File: config.mk
export PLATFORM = sky130hd
export DESIGN_NAME = upper_address_decode
export DESIGN_NICKNAME = d
export VERILOG_FILES = /design/src/hw/upper_decode_pkg.sv /design/src/hw/upper_address_decode.sv
export SDC_FILE = /design/constraint.sdc
export NUM_CORES = 1
export LEC_CHECK = 0
export ABC_CLOCK_PERIOD_IN_PS = 6650
export BUFFER_PORTS_ARGS = -buffer_cell sky130_fd_sc_hd__buf_2
export CAP_MARGIN = 20
export CELL_PAD_IN_SITES_DETAIL_PLACEMENT = 0
export CELL_PAD_IN_SITES_GLOBAL_PLACEMENT = 1
export CORE_UTILIZATION = 49
export CTS_CLUSTER_DIAMETER = 60
export CTS_CLUSTER_SIZE = 12
export DETAILED_ROUTE_END_ITERATION = 12
export PLACE_DENSITY = 0.78
export SETUP_SLACK_MARGIN = 0.3
export SLEW_MARGIN = 10
export SYNTH_ARGS = -nofsm -noshare
export SYNTH_HDL_FRONTEND = slang
export SYNTH_SLANG_ARGS = --single-unit
File: constraint.sdc
create_clock -name clk -period 6.65 [get_ports clk]
set_clock_uncertainty 0.2 [all_clocks]
set_input_delay 1.33 -clock clk [delete_from_list [all_inputs] [get_ports clk]]
set_output_delay 1.33 -clock clk [all_outputs]
set_load 0.01 [all_outputs]
File: src/hw/upper_decode_pkg.sv
package upper_decode_pkg;

   // Widths of the request path and the register bus, and the port and interleave range counts.
   localparam int ADDR_W    = 40;
   localparam int DATA_W    = 32;
   localparam int NUM_PORTS = 6;
   localparam int NUM_IL    = 3;

   // Fixed windows of the region below 4 GB.
   localparam logic [39:0] IOINT_BASE      = 40'h00_FEC0_0000;
   localparam logic [39:0] IOINT_COMP_LAST = 40'h00_FEC7_FFFF;
   localparam logic [39:0] IOINT_PORT_BASE = 40'h00_FEC8_0000;
   localparam logic [39:0] IOINT_PORT_LAST = 40'h00_FEC8_5FFF;
   localparam logic [39:0] IOINT_LAST      = 40'h00_FEC8_FFFF;
   localparam logic [39:0] HSMM_BASE       = 40'h00_FEDA_0000;
   localparam logic [39:0] HSMM_LAST       = 40'h00_FEDB_FFFF;
   localparam logic [39:0] INTD_BASE       = 40'h00_FEE0_0000;
   localparam logic [39:0] INTD_LAST       = 40'h00_FEEF_FFFF;
   localparam logic [39:0] REGION_LAST     = 40'h00_FEFF_FFFF;
   localparam logic [39:0] FW_BASE         = 40'h00_FF00_0000;
   localparam logic [39:0] FOUR_GB         = 40'h01_0000_0000;
   localparam logic [39:0] LSMM_BASE       = 40'h00_000A_0000;
   localparam logic [39:0] LSMM_LAST       = 40'h00_000B_FFFF;
   localparam logic [39:0] XBIOS_LAST      = 40'h00_000F_FFFF;
   localparam logic [39:0] CHIPSET_BASE    = 40'h00_FE00_0000;
   localparam logic [17:0] HSMM_OFS_MASK   = 18'h1_FFFF;

   // Register byte offsets.
   localparam logic [7:0] REG_CTRL    = 8'h00;
   localparam logic [7:0] REG_LOW_MEMORY_TOP    = 8'h04;
   localparam logic [7:0] REG_IL0     = 8'h08;
   localparam logic [7:0] REG_STATUS  = 8'h14;
   localparam logic [7:0] REG_COUNT   = 8'h18;
   localparam logic [7:0] REG_PF0     = 8'h20;
   localparam logic [7:0] REG_PF_END  = 8'h80;
   // Word index within one port's block of four.
   localparam logic [1:0] PF_BASE     = 2'h0;
   localparam logic [1:0] PF_LIMIT    = 2'h1;
   localparam logic [1:0] PF_BASE_UP  = 2'h2;
   localparam logic [1:0] PF_LIMIT_UP = 2'h3;

   // Field positions.
   localparam int CTRL_HSMM_BIT   = 0;
   localparam int CTRL_MIRROR_BIT = 1;
   localparam int IL_BRANCH_BIT   = 16;
   localparam int PF_LOW_LSB      = 4;

   // Reset values.
   localparam logic [11:0] LOW_MEMORY_TOP_RST     = 12'h800;
   localparam logic [11:0] IL_RST       = 12'h000;
   localparam logic [11:0] PF_BASE_RST  = 12'hFFF;
   localparam logic [11:0] PF_LIMIT_RST = 12'h000;
   localparam logic [7:0]  PF_UP_RST    = 8'h00;

   // Destination of a decoded request.
   typedef enum logic [3:0] {
      TGT_COMPAT  = 4'h1,
      TGT_PCIE    = 4'h2,
      TGT_MEMORY  = 4'h4,
      TGT_CPU_INT = 4'h8
   } target_e;

   // Kind of request.
   typedef enum logic [2:0] {
      KIND_READ  = 3'h0,
      KIND_WRITE = 3'h1,
      KIND_EWB   = 3'h2,
      KIND_IWB   = 3'h3,
      KIND_INTR  = 3'h4
   } kind_e;

endpackage

File: src/hw/upper_address_decode.sv
// The Avalon-MM interface to the registers and the register offsets were left to the implementer.
`timescale 1ns/100ps
`default_nettype none
module upper_address_decode
   import upper_decode_pkg::*;
(
   // Clock and reset.
   input  wire logic               clk,
   input  wire logic               srst,
   // Register bus.
   input  wire logic [7:0]         avs_address,
   input  wire logic               avs_read,
   input  wire logic               avs_write,
   input  wire logic [DATA_W-1:0]  avs_writedata,
   input  wire logic [3:0]         avs_byteenable,
   output logic      [DATA_W-1:0]  avs_readdata,
   output logic                    avs_waitrequest,
   // Request in.
   input  wire logic               req_valid,
   input  wire logic [ADDR_W-1:0]  req_addr,
   input  wire logic [2:0]         req_kind,
   input  wire logic               req_inbound,
   // SMM qualifier pin, active low.
   input  wire logic               smm_memory_qualifier_n,
   // Decision out.
   output logic                    rsp_valid,
   output logic      [3:0]         rsp_target,
   output logic      [2:0]         rsp_port,
   output logic      [ADDR_W-1:0]  rsp_addr,
   output logic                    rsp_master_abort,
   output logic                    rsp_coherent,
   output logic      [1:0]         rsp_branch,
   output logic      [1:0]         rsp_interleave
);

   ////////////////////////////////////////////////////////////////////////
   // Storage.

   logic                high_smm_enable;
   logic                mirror_active;
   logic [11:0]         low_memory_top;
   logic [11:0]         interleave_limit [NUM_IL];
   logic                il_branch        [NUM_IL];
   logic [11:0]         prefetch_base        [NUM_PORTS];
   logic [11:0]         prefetch_limit       [NUM_PORTS];
   logic [7:0]          prefetch_base_upper  [NUM_PORTS];
   logic [7:0]          prefetch_limit_upper [NUM_PORTS];
   logic [15:0]         abort_count;
   logic                ack;
   logic                smm_q_meta;
   logic                smm_q_sync;

   ////////////////////////////////////////////////////////////////////////
   // Qualifier pin synchroniser.

   // Two stages; only the second stage is looked at.
   always_ff @(posedge clk) begin
      if (srst) begin
         smm_q_meta <= 1'b1;
         smm_q_sync <= 1'b1;
      end else begin
         smm_q_meta <= smm_memory_qualifier_n;
         smm_q_sync <= smm_q_meta;
      end
   end

   ////////////////////////////////////////////////////////////////////////
   // Bus handshake: one wait cycle on every access.

   logic acc;
   logic wr_take;
   assign acc             = (avs_read | avs_write) & ~ack;
   assign avs_waitrequest = (avs_read | avs_write) & ~ack;
   assign wr_take         = avs_write & ack;

   // Ack pulses for one cycle after a request shows up.
   always_ff @(posedge clk) begin
      if (srst) begin
         ack <= 1'b0;
      end else begin
         ack <= acc;
      end
   end

   // Byte-lane merge of a write into the old register image.
   function automatic logic [31:0] merge(input logic [31:0] old_v,
                                         input logic [31:0] new_v,
                                         input logic [3:0]  be);
      logic [31:0] r;
      r = old_v;
      for (int b = 0; b < 4; b++) begin
         if (be[b]) begin
            r[b*8 +: 8] = new_v[b*8 +: 8];
         end
      end
      return r;
   endfunction

   // Port block decode of the bus address.
   logic       pf_sel;
   logic [2:0] pf_idx;
   logic [1:0] pf_word;
   logic [7:0] pf_ofs;
   assign pf_sel  = (avs_address >= REG_PF0) && (avs_address < REG_PF_END);
   assign pf_ofs  = avs_address - REG_PF0;
   assign pf_idx  = pf_ofs[6:4];
   assign pf_word = pf_ofs[3:2];

   ////////////////////////////////////////////////////////////////////////
   // Register writes. Writes to unmapped offsets are dropped.

   logic [31:0] ctrl_img;
   logic [31:0] wdat;
   assign ctrl_img = {30'h0, mirror_active, high_smm_enable};

   always_ff @(posedge clk) begin
      if (srst) begin
         high_smm_enable <= 1'b0;
         mirror_active   <= 1'b0;
         low_memory_top  <= LOW_MEMORY_TOP_RST;
         for (int i = 0; i < NUM_IL; i++) begin
            interleave_limit[i] <= IL_RST;
            il_branch[i]        <= 1'b0;
         end
         for (int p = 0; p < NUM_PORTS; p++) begin
            prefetch_base[p]        <= PF_BASE_RST;
            prefetch_limit[p]       <= PF_LIMIT_RST;
            prefetch_base_upper[p]  <= PF_UP_RST;
            prefetch_limit_upper[p] <= PF_UP_RST;
         end
      end else if (wr_take) begin
         if (avs_address == REG_CTRL) begin
            high_smm_enable <= wdat[CTRL_HSMM_BIT];
            mirror_active   <= wdat[CTRL_MIRROR_BIT];
         end
         if (avs_address == REG_LOW_MEMORY_TOP) begin
            low_memory_top <= wdat[11:0];
         end
         for (int i = 0; i < NUM_IL; i++) begin
            if (avs_address == REG_IL0 + 8'(4 * i)) begin
               interleave_limit[i] <= wdat[11:0];
               il_branch[i]        <= wdat[IL_BRANCH_BIT];
            end
         end
         if (pf_sel && pf_idx < 3'(NUM_PORTS)) begin
            case (pf_word)
               PF_BASE: begin
                  prefetch_base[pf_idx] <= wdat[PF_LOW_LSB +: 12];
               end
               PF_LIMIT: begin
                  prefetch_limit[pf_idx] <= wdat[PF_LOW_LSB +: 12];
               end
               PF_BASE_UP: begin
                  prefetch_base_upper[pf_idx] <= wdat[7:0];
               end
               default: begin
                  prefetch_limit_upper[pf_idx] <= wdat[7:0];
               end
            endcase
         end
      end
   end

   ////////////////////////////////////////////////////////////////////////
   // Register reads, registered so data stands when waitrequest drops.

   logic [31:0] next_rdata;
   always_comb begin
      next_rdata = 32'h0;
      case (avs_address)
         REG_CTRL:   next_rdata = ctrl_img;
         REG_LOW_MEMORY_TOP:   next_rdata = {20'h0, low_memory_top};
         REG_STATUS: next_rdata = {15'h0, rsp_coherent, rsp_master_abort, rsp_port,
                                   rsp_branch, rsp_interleave, rsp_target, 3'h0, ~smm_q_sync};
         REG_COUNT:  next_rdata = {16'h0, abort_count};
         default:    next_rdata = 32'h0;
      endcase
      for (int i = 0; i < NUM_IL; i++) begin
         if (avs_address == REG_IL0 + 8'(4 * i)) begin
            next_rdata = {15'h0, il_branch[i], 4'h0, interleave_limit[i]};
         end
      end
      if (pf_sel && pf_idx < 3'(NUM_PORTS)) begin
         case (pf_word)
            PF_BASE:    next_rdata = {16'h0, prefetch_base[pf_idx], 4'h0};
            PF_LIMIT:   next_rdata = {16'h0, prefetch_limit[pf_idx], 4'h0};
            PF_BASE_UP: next_rdata = {24'h0, prefetch_base_upper[pf_idx]};
            default:    next_rdata = {24'h0, prefetch_limit_upper[pf_idx]};
         endcase
      end
   end

   // The read image doubles as the old value for a byte-lane write merge.
   assign wdat = merge(next_rdata, avs_writedata, avs_byteenable);

   // Read data is caught on the first request cycle.
   always_ff @(posedge clk) begin
      if (srst) begin
         avs_readdata <= 32'h0;
      end else if (acc && avs_read) begin
         avs_readdata <= next_rdata;
      end
   end

   ////////////////////////////////////////////////////////////////////////
   // High MMIO window match, one per port.

   logic [NUM_PORTS-1:0] hi_hit;
   genvar gp;
   generate
      for (gp = 0; gp < NUM_PORTS; gp++) begin : g_port
         logic        in_high;
         logic [39:0] w_base;
         logic [39:0] w_last;
         // A nonzero upper half moves the window above 4 GB.
         assign in_high = (prefetch_base_upper[gp] != 8'h00) ||
                          (prefetch_limit_upper[gp] != 8'h00);
         assign w_base  = {prefetch_base_upper[gp], prefetch_base[gp], 20'h0_0000};
         assign w_last  = {prefetch_limit_upper[gp], prefetch_limit[gp], 20'hF_FFFF};
         assign hi_hit[gp] = in_high && req_addr >= w_base && req_addr <= w_last;
      end
   endgenerate

   ////////////////////////////////////////////////////////////////////////
   // Decode. Fixed regions are tested first; memory is the fall-through.

   logic [39:0] mem_top;
   logic [39:0] low_memory_top_addr;
   logic        is_write;
   logic        smm_ok;
   assign mem_top   = {interleave_limit[NUM_IL-1], 28'h000_0000};
   assign low_memory_top_addr = {8'h00, low_memory_top, 20'h0_0000};
   assign is_write  = (req_kind == KIND_WRITE) || (req_kind == KIND_EWB) || (req_kind == KIND_IWB);
   // Writebacks must land even without the qualifier, or cached SMM data is lost.
   assign smm_ok    = ~smm_q_sync || req_kind == KIND_EWB || req_kind == KIND_IWB;

   logic [3:0]  next_target;
   logic [2:0]  next_port;
   logic [39:0] next_addr;
   logic        next_abort;
   logic        next_memory;
   logic        next_exempt;

   always_comb begin
      next_target = TGT_COMPAT;
      next_port   = 3'h0;
      next_addr   = req_addr;
      next_abort  = 1'b0;
      next_memory = 1'b0;
      next_exempt = 1'b0;
      if (req_addr >= FW_BASE && req_addr < FOUR_GB) begin
         next_target = TGT_COMPAT;
      end else if (req_addr >= IOINT_BASE && req_addr <= IOINT_COMP_LAST) begin
         next_target = TGT_COMPAT;
      end else if (req_addr >= IOINT_PORT_BASE && req_addr <= IOINT_PORT_LAST) begin
         next_target = TGT_PCIE;
         next_port   = req_addr[14:12];
      end else if (req_addr >= IOINT_PORT_BASE && req_addr <= IOINT_LAST) begin
         next_abort  = 1'b1;
      end else if (req_addr >= HSMM_BASE && req_addr <= HSMM_LAST) begin
         if (high_smm_enable && smm_ok && !req_inbound) begin
            next_memory = 1'b1;
            next_exempt = 1'b1;
            next_addr   = LSMM_BASE | {22'h0, req_addr[17:0] & HSMM_OFS_MASK};
         end else begin
            next_abort  = 1'b1;
         end
      end else if (req_addr >= INTD_BASE && req_addr <= INTD_LAST) begin
         if (!req_inbound && req_kind == KIND_INTR) begin
            next_target = TGT_CPU_INT;
         end else if (req_inbound && req_kind == KIND_WRITE) begin
            next_target = TGT_CPU_INT;
         end else begin
            next_abort  = 1'b1;
         end
      end else if (req_addr >= IOINT_BASE && req_addr <= REGION_LAST) begin
         next_abort  = 1'b1;
      end else if (req_addr >= low_memory_top_addr && req_addr < FOUR_GB) begin
         // Low MMIO and chipset space; the DRAM underneath is lost.
         next_target = TGT_COMPAT;
         next_abort  = req_addr >= CHIPSET_BASE;
      end else if (req_addr >= FOUR_GB && req_addr >= mem_top) begin
         next_abort  = 1'b1;
         for (int p = NUM_PORTS - 1; p >= 0; p--) begin
            if (hi_hit[p]) begin
               next_target = TGT_PCIE;
               next_port   = 3'(p);
               next_abort  = 1'b0;
            end
         end
      end else if (req_addr >= LSMM_BASE && req_addr <= LSMM_LAST) begin
         // The low alias closes while the high window is on.
         if (!high_smm_enable && !smm_q_sync && !req_inbound) begin
            next_memory = 1'b1;
         end else begin
            next_target = TGT_COMPAT;
         end
         next_exempt = 1'b1;
      end else begin
         next_memory = 1'b1;
         next_exempt = req_addr > LSMM_LAST && req_addr <= XBIOS_LAST;
      end
      if (next_memory) begin
         next_target = TGT_MEMORY;
      end
   end

   // Interleave range select: first limit above the address wins.
   logic [1:0] next_il;
   logic       next_il_hit;
   always_comb begin
      next_il     = 2'h0;
      next_il_hit = 1'b0;
      for (int i = NUM_IL - 1; i >= 0; i--) begin
         if (next_addr[39:28] < interleave_limit[i]) begin
            next_il     = 2'(i);
            next_il_hit = 1'b1;
         end
      end
   end

   logic [1:0] next_branch;
   always_comb begin
      next_branch = 2'b00;
      if (next_memory) begin
         next_branch = il_branch[next_il] ? 2'b10 : 2'b01;
         if (mirror_active && is_write) begin
            next_branch = 2'b11;
         end
      end
   end

   ////////////////////////////////////////////////////////////////////////
   // Registered decision, one cycle after the request.

   always_ff @(posedge clk) begin
      if (srst) begin
         rsp_valid        <= 1'b0;
         rsp_target       <= TGT_COMPAT;
         rsp_port         <= 3'h0;
         rsp_addr         <= 40'h0;
         rsp_master_abort <= 1'b0;
         rsp_coherent     <= 1'b0;
         rsp_branch       <= 2'b00;
         rsp_interleave   <= 2'h0;
      end else begin
         rsp_valid <= req_valid;
         if (req_valid) begin
            rsp_target       <= next_target;
            rsp_port         <= next_port;
            rsp_addr         <= next_addr;
            rsp_master_abort <= next_abort;
            rsp_coherent     <= next_memory && !next_exempt;
            rsp_branch       <= next_branch;
            rsp_interleave   <= next_il_hit ? next_il : 2'h0;
         end
      end
   end

   // Count of aborted requests, saturating so it never wraps to zero.
   always_ff @(posedge clk) begin
      if (srst) begin
         abort_count <= 16'h0000;
      end else if (req_valid && next_abort && abort_count != 16'hFFFF) begin
         abort_count <= abort_count + 16'h0001;
      end
   end

endmodule // upper_address_decode
`default_nettype wire

* After elaboration in Yosys (flattened, before gate mapping)
Memory sizes are Yosys's and may differ from the RTL's.
Index checks and enable logic that the tools add are counted.
** Cells by class
- $add $sub $neg :: 2
- Magnitude comparators :: 38
- Equal/unequal tests :: 13
- Muxes and demuxes :: 150
- Bitwise gates (word level) :: 11
- Reductions and logical operators :: 71
** Operator list (number)
- greater-or-equal comparator 40 bit :: 7
- greater-or-equal comparator 40 x 32 -> 1 bit (second input constant) :: 6
- less-or-equal comparator 40 x 32 -> 1 bit (second input constant) :: 6
- less-or-equal comparator 40 bit :: 6
- two-way mux 40 bit :: 6
- two-way mux 32 bit :: 4
- nonzero test 8 bit :: 12
- two-way mux 1 bit :: 85
- less-or-equal comparator 40 x 20 -> 1 bit (second input constant) :: 2
- two-way mux 4 bit :: 17
- one-hot mux 17 bit (4 select lines) :: 1
- two-way mux 12 bit :: 5
- two-way mux 3 bit :: 19
- one-hot mux 16 bit (3 select lines) :: 1
- greater-or-equal comparator 40 x 20 -> 1 bit (second input constant) :: 1
- greater-or-equal comparator 40 x 32 -> 1 bit :: 1
- greater-or-equal comparator 40 x 33 -> 1 bit (second input constant) :: 1
- greater-than comparator 40 x 20 -> 1 bit (second input constant) :: 1
- less-than comparator 40 x 33 -> 1 bit (second input constant) :: 1
- logical AND 1 bit :: 36
- less-than comparator 12 bit :: 3
- two-way mux 8 bit :: 4
- == test 8 x 5 -> 1 bit (second input constant) :: 3
- OR reduction 12 bit :: 2
- other kinds (24) :: 55
** Storage, ports and cells
- Register bits :: 119
- Bits in writable memories :: 279
- Output and inout bits :: 87
- Word-level logic and storage cells :: 307
- Memories :: 6
** Memory list
- prefetch_base :: words 6, width 12, read ports 7, clocked after Yosys merged registers in 0, write ports 6, RTL line upper_address_decode.sv:44 : logic [11:0] prefetch_base [NUM_PORTS];
- prefetch_limit :: words 6, width 12, read ports 7, clocked after Yosys merged registers in 0, write ports 6, RTL line upper_address_decode.sv:45 : logic [11:0] prefetch_limit [NUM_PORTS];
- prefetch_base_upper :: words 6, width 8, read ports 7, clocked after Yosys merged registers in 0, write ports 6, RTL line upper_address_decode.sv:46 : logic [7:0] prefetch_base_upper [NUM_PORTS];
- prefetch_limit_upper :: words 6, width 8, read ports 7, clocked after Yosys merged registers in 0, write ports 6, RTL line upper_address_decode.sv:47 : logic [7:0] prefetch_limit_upper [NUM_PORTS];
- interleave_limit :: words 3, width 12, read ports 3, clocked after Yosys merged registers in 0, write ports 3, RTL line upper_address_decode.sv:42 : logic [11:0] interleave_limit [NUM_IL];
- il_branch :: words 3, width 1, read ports 4, clocked after Yosys merged registers in 0, write ports 3, RTL line upper_address_decode.sv:43 : logic il_branch [NUM_IL];

* Logic depth before layout (Yosys ltp)
An unclocked memory read counts as a cell.
- Word-level depth :: 22
- Mapped depth :: 15

* Worst setup path before layout
OpenSTA, ideal clock, no wires.
- Kind :: input -> register
- Start point :: in avs_address[5]
- End point :: mem prefetch_base[5][3] (data pin)
- Library setup time :: 0.278 ns
- Arrival :: 4.880 ns
- Data required time :: 6.172 ns
- Slack :: 1.292 ns
- Stages on the path :: 15
- Buffers on the path :: 7
- Cells stage by stage :: buf_4 > buf_2 > buf_2 > buf_1 > inv_1 > ha_1 > clkbuf_1 > buf_1 > mux2i_1 > nor2_1 > a221oi_1 > nand4_1 > mux2i_1 > clkbuf_1 > nand2_1
** RTL lines
- start: declaration :: RTL line upper_address_decode.sv:11 : input wire logic [7:0] avs_address,
- end: declaration :: RTL line upper_address_decode.sv:44

* Worst setup path in the final report
- Start point :: in req_addr[33]
- End point :: reg rsp_branch[0]
** On the way
- Longest elaborated chain between the ends :: 15
** Ends and longest elaborated chain
- start: declaration :: RTL line upper_address_decode.sv:20 : input wire logic [ADDR_W-1:0] req_addr,
- greater-or-equal comparator 40 x 32 -> 1 bit / less-or-equal comparator 40 x 32 -> 1 bit (equally long branches) :: RTL line upper_address_decode.sv:260 : end else if (req_addr >= HSMM_BASE && req_addr <= HSMM_LAST) begin
- logical AND 1 bit :: RTL line upper_address_decode.sv:260
- two-way mux 40 bit :: RTL line upper_address_decode.sv:260
- two-way mux 40 bit :: RTL line upper_address_decode.sv:258 : end else if (req_addr >= IOINT_PORT_BASE && req_addr <= IOINT_LAST) begin
- two-way mux 40 bit :: RTL line upper_address_decode.sv:255 : end else if (req_addr >= IOINT_PORT_BASE && req_addr <= IOINT_PORT_LAST) begin
- two-way mux 40 bit :: RTL line upper_address_decode.sv:253 : end else if (req_addr >= IOINT_BASE && req_addr <= IOINT_COMP_LAST) begin
- two-way mux 40 bit * :: RTL line upper_address_decode.sv:251 : if (req_addr >= FW_BASE && req_addr < FOUR_GB) begin
- net next_addr[29] :: RTL line upper_address_decode.sv:239 : logic [39:0] next_addr;
- less-than comparator 12 bit :: RTL line upper_address_decode.sv:315 : if (next_addr[39:28] < interleave_limit[i]) begin
- two-way mux 2 bit (2 in series) :: RTL line upper_address_decode.sv:315
- two-way mux 2 bit * :: RTL line upper_address_decode.sv:315
- memory (3 x 1 bit) *
- two-way mux 2 bit * :: RTL line upper_address_decode.sv:326 : next_branch = il_branch[next_il] ? 2'b10 : 2'b01;
- two-way mux 2 bit * :: RTL line upper_address_decode.sv:327 : if (mirror_active && is_write) begin
- two-way mux 2 bit * :: RTL line upper_address_decode.sv:325 : if (next_memory) begin
- end signal: assignment :: RTL line upper_address_decode.sv:354 : rsp_branch <= next_branch;
- end: declaration :: RTL line upper_address_decode.sv:32 : output logic [1:0] rsp_branch,
Mark *: on every way through the listed nets, which the timed path passes. The rest lies on a longest branch.
A chain may end at the register's enable or synchronous reset.

==> results.py <==
metrics = {
    "run_status": {
        "status": "complete, no violations",
    },
    "sta": {
        "rsz0062_at_grt": "no",
        "fin_crit_sh_pct": 84.00,
        "layout_min_cycle_time_ns": 5.586,
        "report.final.slew_viol_count": 0,
        "slew_headroom_pct": 28.78,
        "hold_viol": 0,
        "setup_viol": 0,
        "fmax_ghz": 0.1790,
        "finalSetupTns_ns": 0,
        "tightest_slew_ns": 1.059,
        "holdWs_ns": 0.2337,
    },
    "global_routing": {
        "grt.total_usage_pct": 33.98,
        "grt_first_pass_wirelength_um": 141700,
        "antenna_found_initial": 1,
        "grt_pass1_vias": 21748,
        "gr-total-overflow": 0,
        "grt_max_degree": 65,
    },
    "setup_path": {
        "crit_type": "in2reg",
        "worstReg2RegStart": "high_smm_enable$_SDFFE_PP0P_",
        "crit_path_cell_trace": "buf_2 -> nor4_2 -> nand4_1 -> or3_1 -> and2_1 -> ha_1 -> and2_1 -> o311ai_1 -> a31oi_1 -> a211o_1 -> or4b_1 -> o211ai_1 -> o211ai_1 -> a21oi_1",
        "crit_path_top_delay_cell": "nor4_2",
        "r2r-end": "rsp_branch[0]$_SDFFE_PP0P_",
        "critPathCaptureType": "register",
        "reg2regPathDepth": 13,
        "critPathLaunchType": "input pin",
        "arrival_ns": 5.91,
        "worstPathRequired_ns": 6.97,
        "r2r_setup_slack_ns": 2.15,
        "slowest_delay_ns": 0.67,
        "cp_max_fo": 11,
        "crit_path_start": "req_addr[33]",
    },
    "route": {
        "ant_nets": 0,
        "dr.first_iter.drc_count": 2419,
        "drc": 0,
        "routedWlPerCell_um": 27.47,
        "viasPerCell": 6.260,
        "met2_length_um": 46440,
        "maxUsedRoutingLayer": "met5",
        "wl_met3_um": 8890,
        "first_pass_iters": 5,
        "vias": 22472,
        "wl_met1_um": 37230,
        "wirelength_um": 98630,
    },
    "hold_path": {
        "min_path_cells": 1,
        "min_to": "smm_q_sync$_SDFF_PP1_",
        "hold_start": "smm_q_meta$_SDFF_PP1_",
        "worstHoldPathType": "reg2reg",
    },
    "synth": {
        "yosysTopAreaCell": "edfxtp_1",
        "synthTopCellsByArea": "edfxtp_1 38%, ha_1 13%, dfxtp_1 7.4%, mux4_2 7.2%, nor2_1 4.3%",
        "muxShareOfSynthArea_pct": 10.12,
        "dominantRegCellSynth": "edfxtp_1",
        "synthCells": 2640,
        "synth-simple-area-share_pct": 14.58,
        "synth-xor-area-share_pct": 0,
        "synth_top_family_by_area": "simple AND/OR/NAND/NOR gates",
        "synth_fa_ha_area_share_pct": 13.34,
        "synth_compound_area_share_pct": 9.701,
        "avgSynthCellArea_um2": 10.62,
        "yosysWarnings": 0,
        "ys_ff_latch": 463,
        "synth_cell_types": 84,
        "synthArstFlopShare_pct": 0,
        "synth_top_area_share_pct": 38.45,
        "synth-seq-area-share_pct": 45.87,
        "synth_edf_count": 359,
        "synth_area_um2": 28040,
    },
    "final_layout": {
        "layout.area.seq_um2": 12860,
        "layout_commonest_cell": "edfxtp_1",
        "fin_nets": 3204,
        "diodes": 0,
        "fill_cells": 4868,
        "drive_gt1_share_pct": 15.24,
        "final_cell_mix": "359 x edfxtp_1, 322 x nor2_1, 318 x inv_1, 298 x ha_1, 188 x nand2_1",
        "area_growth_pct": 11.96,
        "multiInputGateArea_um2": 13540,
    },
    "clock_network": {
        "ctsHoldBuffers": 0,
        "cts_tree": "yes",
        "cts_max_path_buffers": 3,
        "cts.sinks": 463,
        "cts_buffers": 48,
        "clk_latency_ns": 0.61,
        "post_cts_buffers": 0,
        "clkTransAtPathRegs_ns": 0.07,
        "root_buffer": "clkbuf_16",
        "h-tree-depth": 2,
        "post_cts_resized": 0,
    },
    "die": {
        "die_area_um2": 58180,
        "std_cell_rows": 87,
        "start_util_pct": 49.63,
        "die_height_um": 241.2,
        "die_x_um": 241.2,
        "io_pins": 181,
        "coreArea_um2": 56500,
    },
    "power": {
        "leakagePower_nw": 13.25,
        "power_density_nw_per_um2": 217.9,
        "ir_drop_mv": 0.1948,
    },
    "place": {
        "globalplace.congestion": 0.9706,
        "place_hpwl_um": 74620,
        "portBuffers": 149,
    },
    "job": {
        "cap_violations": 0,
    },
}
==> synth_stat cells (all sizes together) (4+ instances only) <==
cell type and number:
a211o 4, a211oi 24, a21o 37, a21oi 111, a221o 4, a221oi 10, a22oi 26, a31oi 14
a41o 4, and2 14, and3 25, and4 9, buf 60, clkbuf 64, dfxtp 104, edfxtp 359
ha 299, inv 318, mux2 12, mux2i 67, mux4 90, nand2 188, nand2b 11, nand3 42
nand4 69, nor2 323, nor2b 21, nor3 48, nor3b 4, nor4 56, o211ai 14, o21a 17
o21ai 64, o21bai 4, o221ai 4, o22ai 19, o31ai 12, or2 14, or3 13, or4 11
==> cell families (layout without fill, tap and decap cells) <==
| logic type | after synthesis | after routing |
|---|---|---|
| compound gates | 408 | 408 |
| simple gates | 857 | 857 |
| buf+inv | 443 | 623 |
| other cells | 1 | 15 |
| fa+ha+maj | 299 | 299 |
| flops | 463 | 463 |
| mux | 169 | 169 |
==> report_power, final <==
part	switching, W	total (W)	internal [W]	leakage, nW
Combinational	0.000631	0.000967	0.000336	8.15
Clock	0.00116	0.00264	0.00149	0.716
Sequential	0.0000571	0.00323	0.00317	4.38
Total	0.00184	0.00684	0.00500	13.3
==> layout make-up <==
type / instances / share of cell area (%)
Clock inverter: 11 / 0.4823
Timing Repair Buffer: 231 / 4.424
Tap cell: 756 / 3.013
Inverter: 319 / 3.814
Multi-Input combinational cell: 1748 / 43.13
Sequential cell: 463 / 40.97
Clock buffer: 62 / 4.161
==> sequential cells by signal, indices dropped and copies added, names as in the netlist, 2 cells and up <==
name                  count
prefetch_base_upper      64
prefetch_base            96
rsp_port                  3
rsp_addr                 40
prefetch_limit           96
low_memory_top           12
interleave_limit         36
abort_count              16
rsp_interleave            2
prefetch_limit_upper     64
il_branch                 3
rsp_branch                2
rsp_target                4
avs_readdata             17
==> critical path: cells and delay by family <==
family	cells	cell delay, ns
buffers and inverters	1	0.24
adder cells (fa/ha/maj)	1	0.30
AND/OR/NAND/NOR	6	2.71
AO/OA/AOI/OAI	6	1.32
==> through the flow <==
step	instances	power [W]	utilization, %	setup WS [ns]	area (um^2)
CTS	3590	0.006841	55.56	1.158	31390
global placement	3516	0.004210	52.96	0.5848	29920
global route	3590	0.007012	55.56	1.043	31390
finish	3590	0.006842	55.56	1.064	31390
detailed placement	3517	0.004239	52.98	0.5115	29930
floorplan	2654	0.003816	-	1.292	28090
==> how the worst max path moves through the flow <==
| stage | slack, ns | cells past startpoint | endpoint |
|---|---|---|---|
| detailed placement | 0.51 | 14 | rsp_branch[0]$_SDFFE_PP0P_ |
| finish | 1.06 | 14 | rsp_branch[0]$_SDFFE_PP0P_ |
| CTS | 1.16 | 14 | rsp_branch[0]$_SDFFE_PP0P_ |
| floorplan | 1.29 | 15 | prefetch_base[5][3]$_DFFE_PP_ |
| global placement | 0.58 | 14 | rsp_branch[0]$_SDFFE_PP0P_ |
| global route | 1.04 | 14 | rsp_branch[0]$_SDFFE_PP0P_ |
==> metal layers <==
metal	vias to the layer above	global-route usage, %
li1	9988	-
met1	10952	43.16
met2	1241	56.03
met3	289	4.729
met4	2	18.93
met5	-	0
Note: power is estimated with default switching activity, not from simulation.
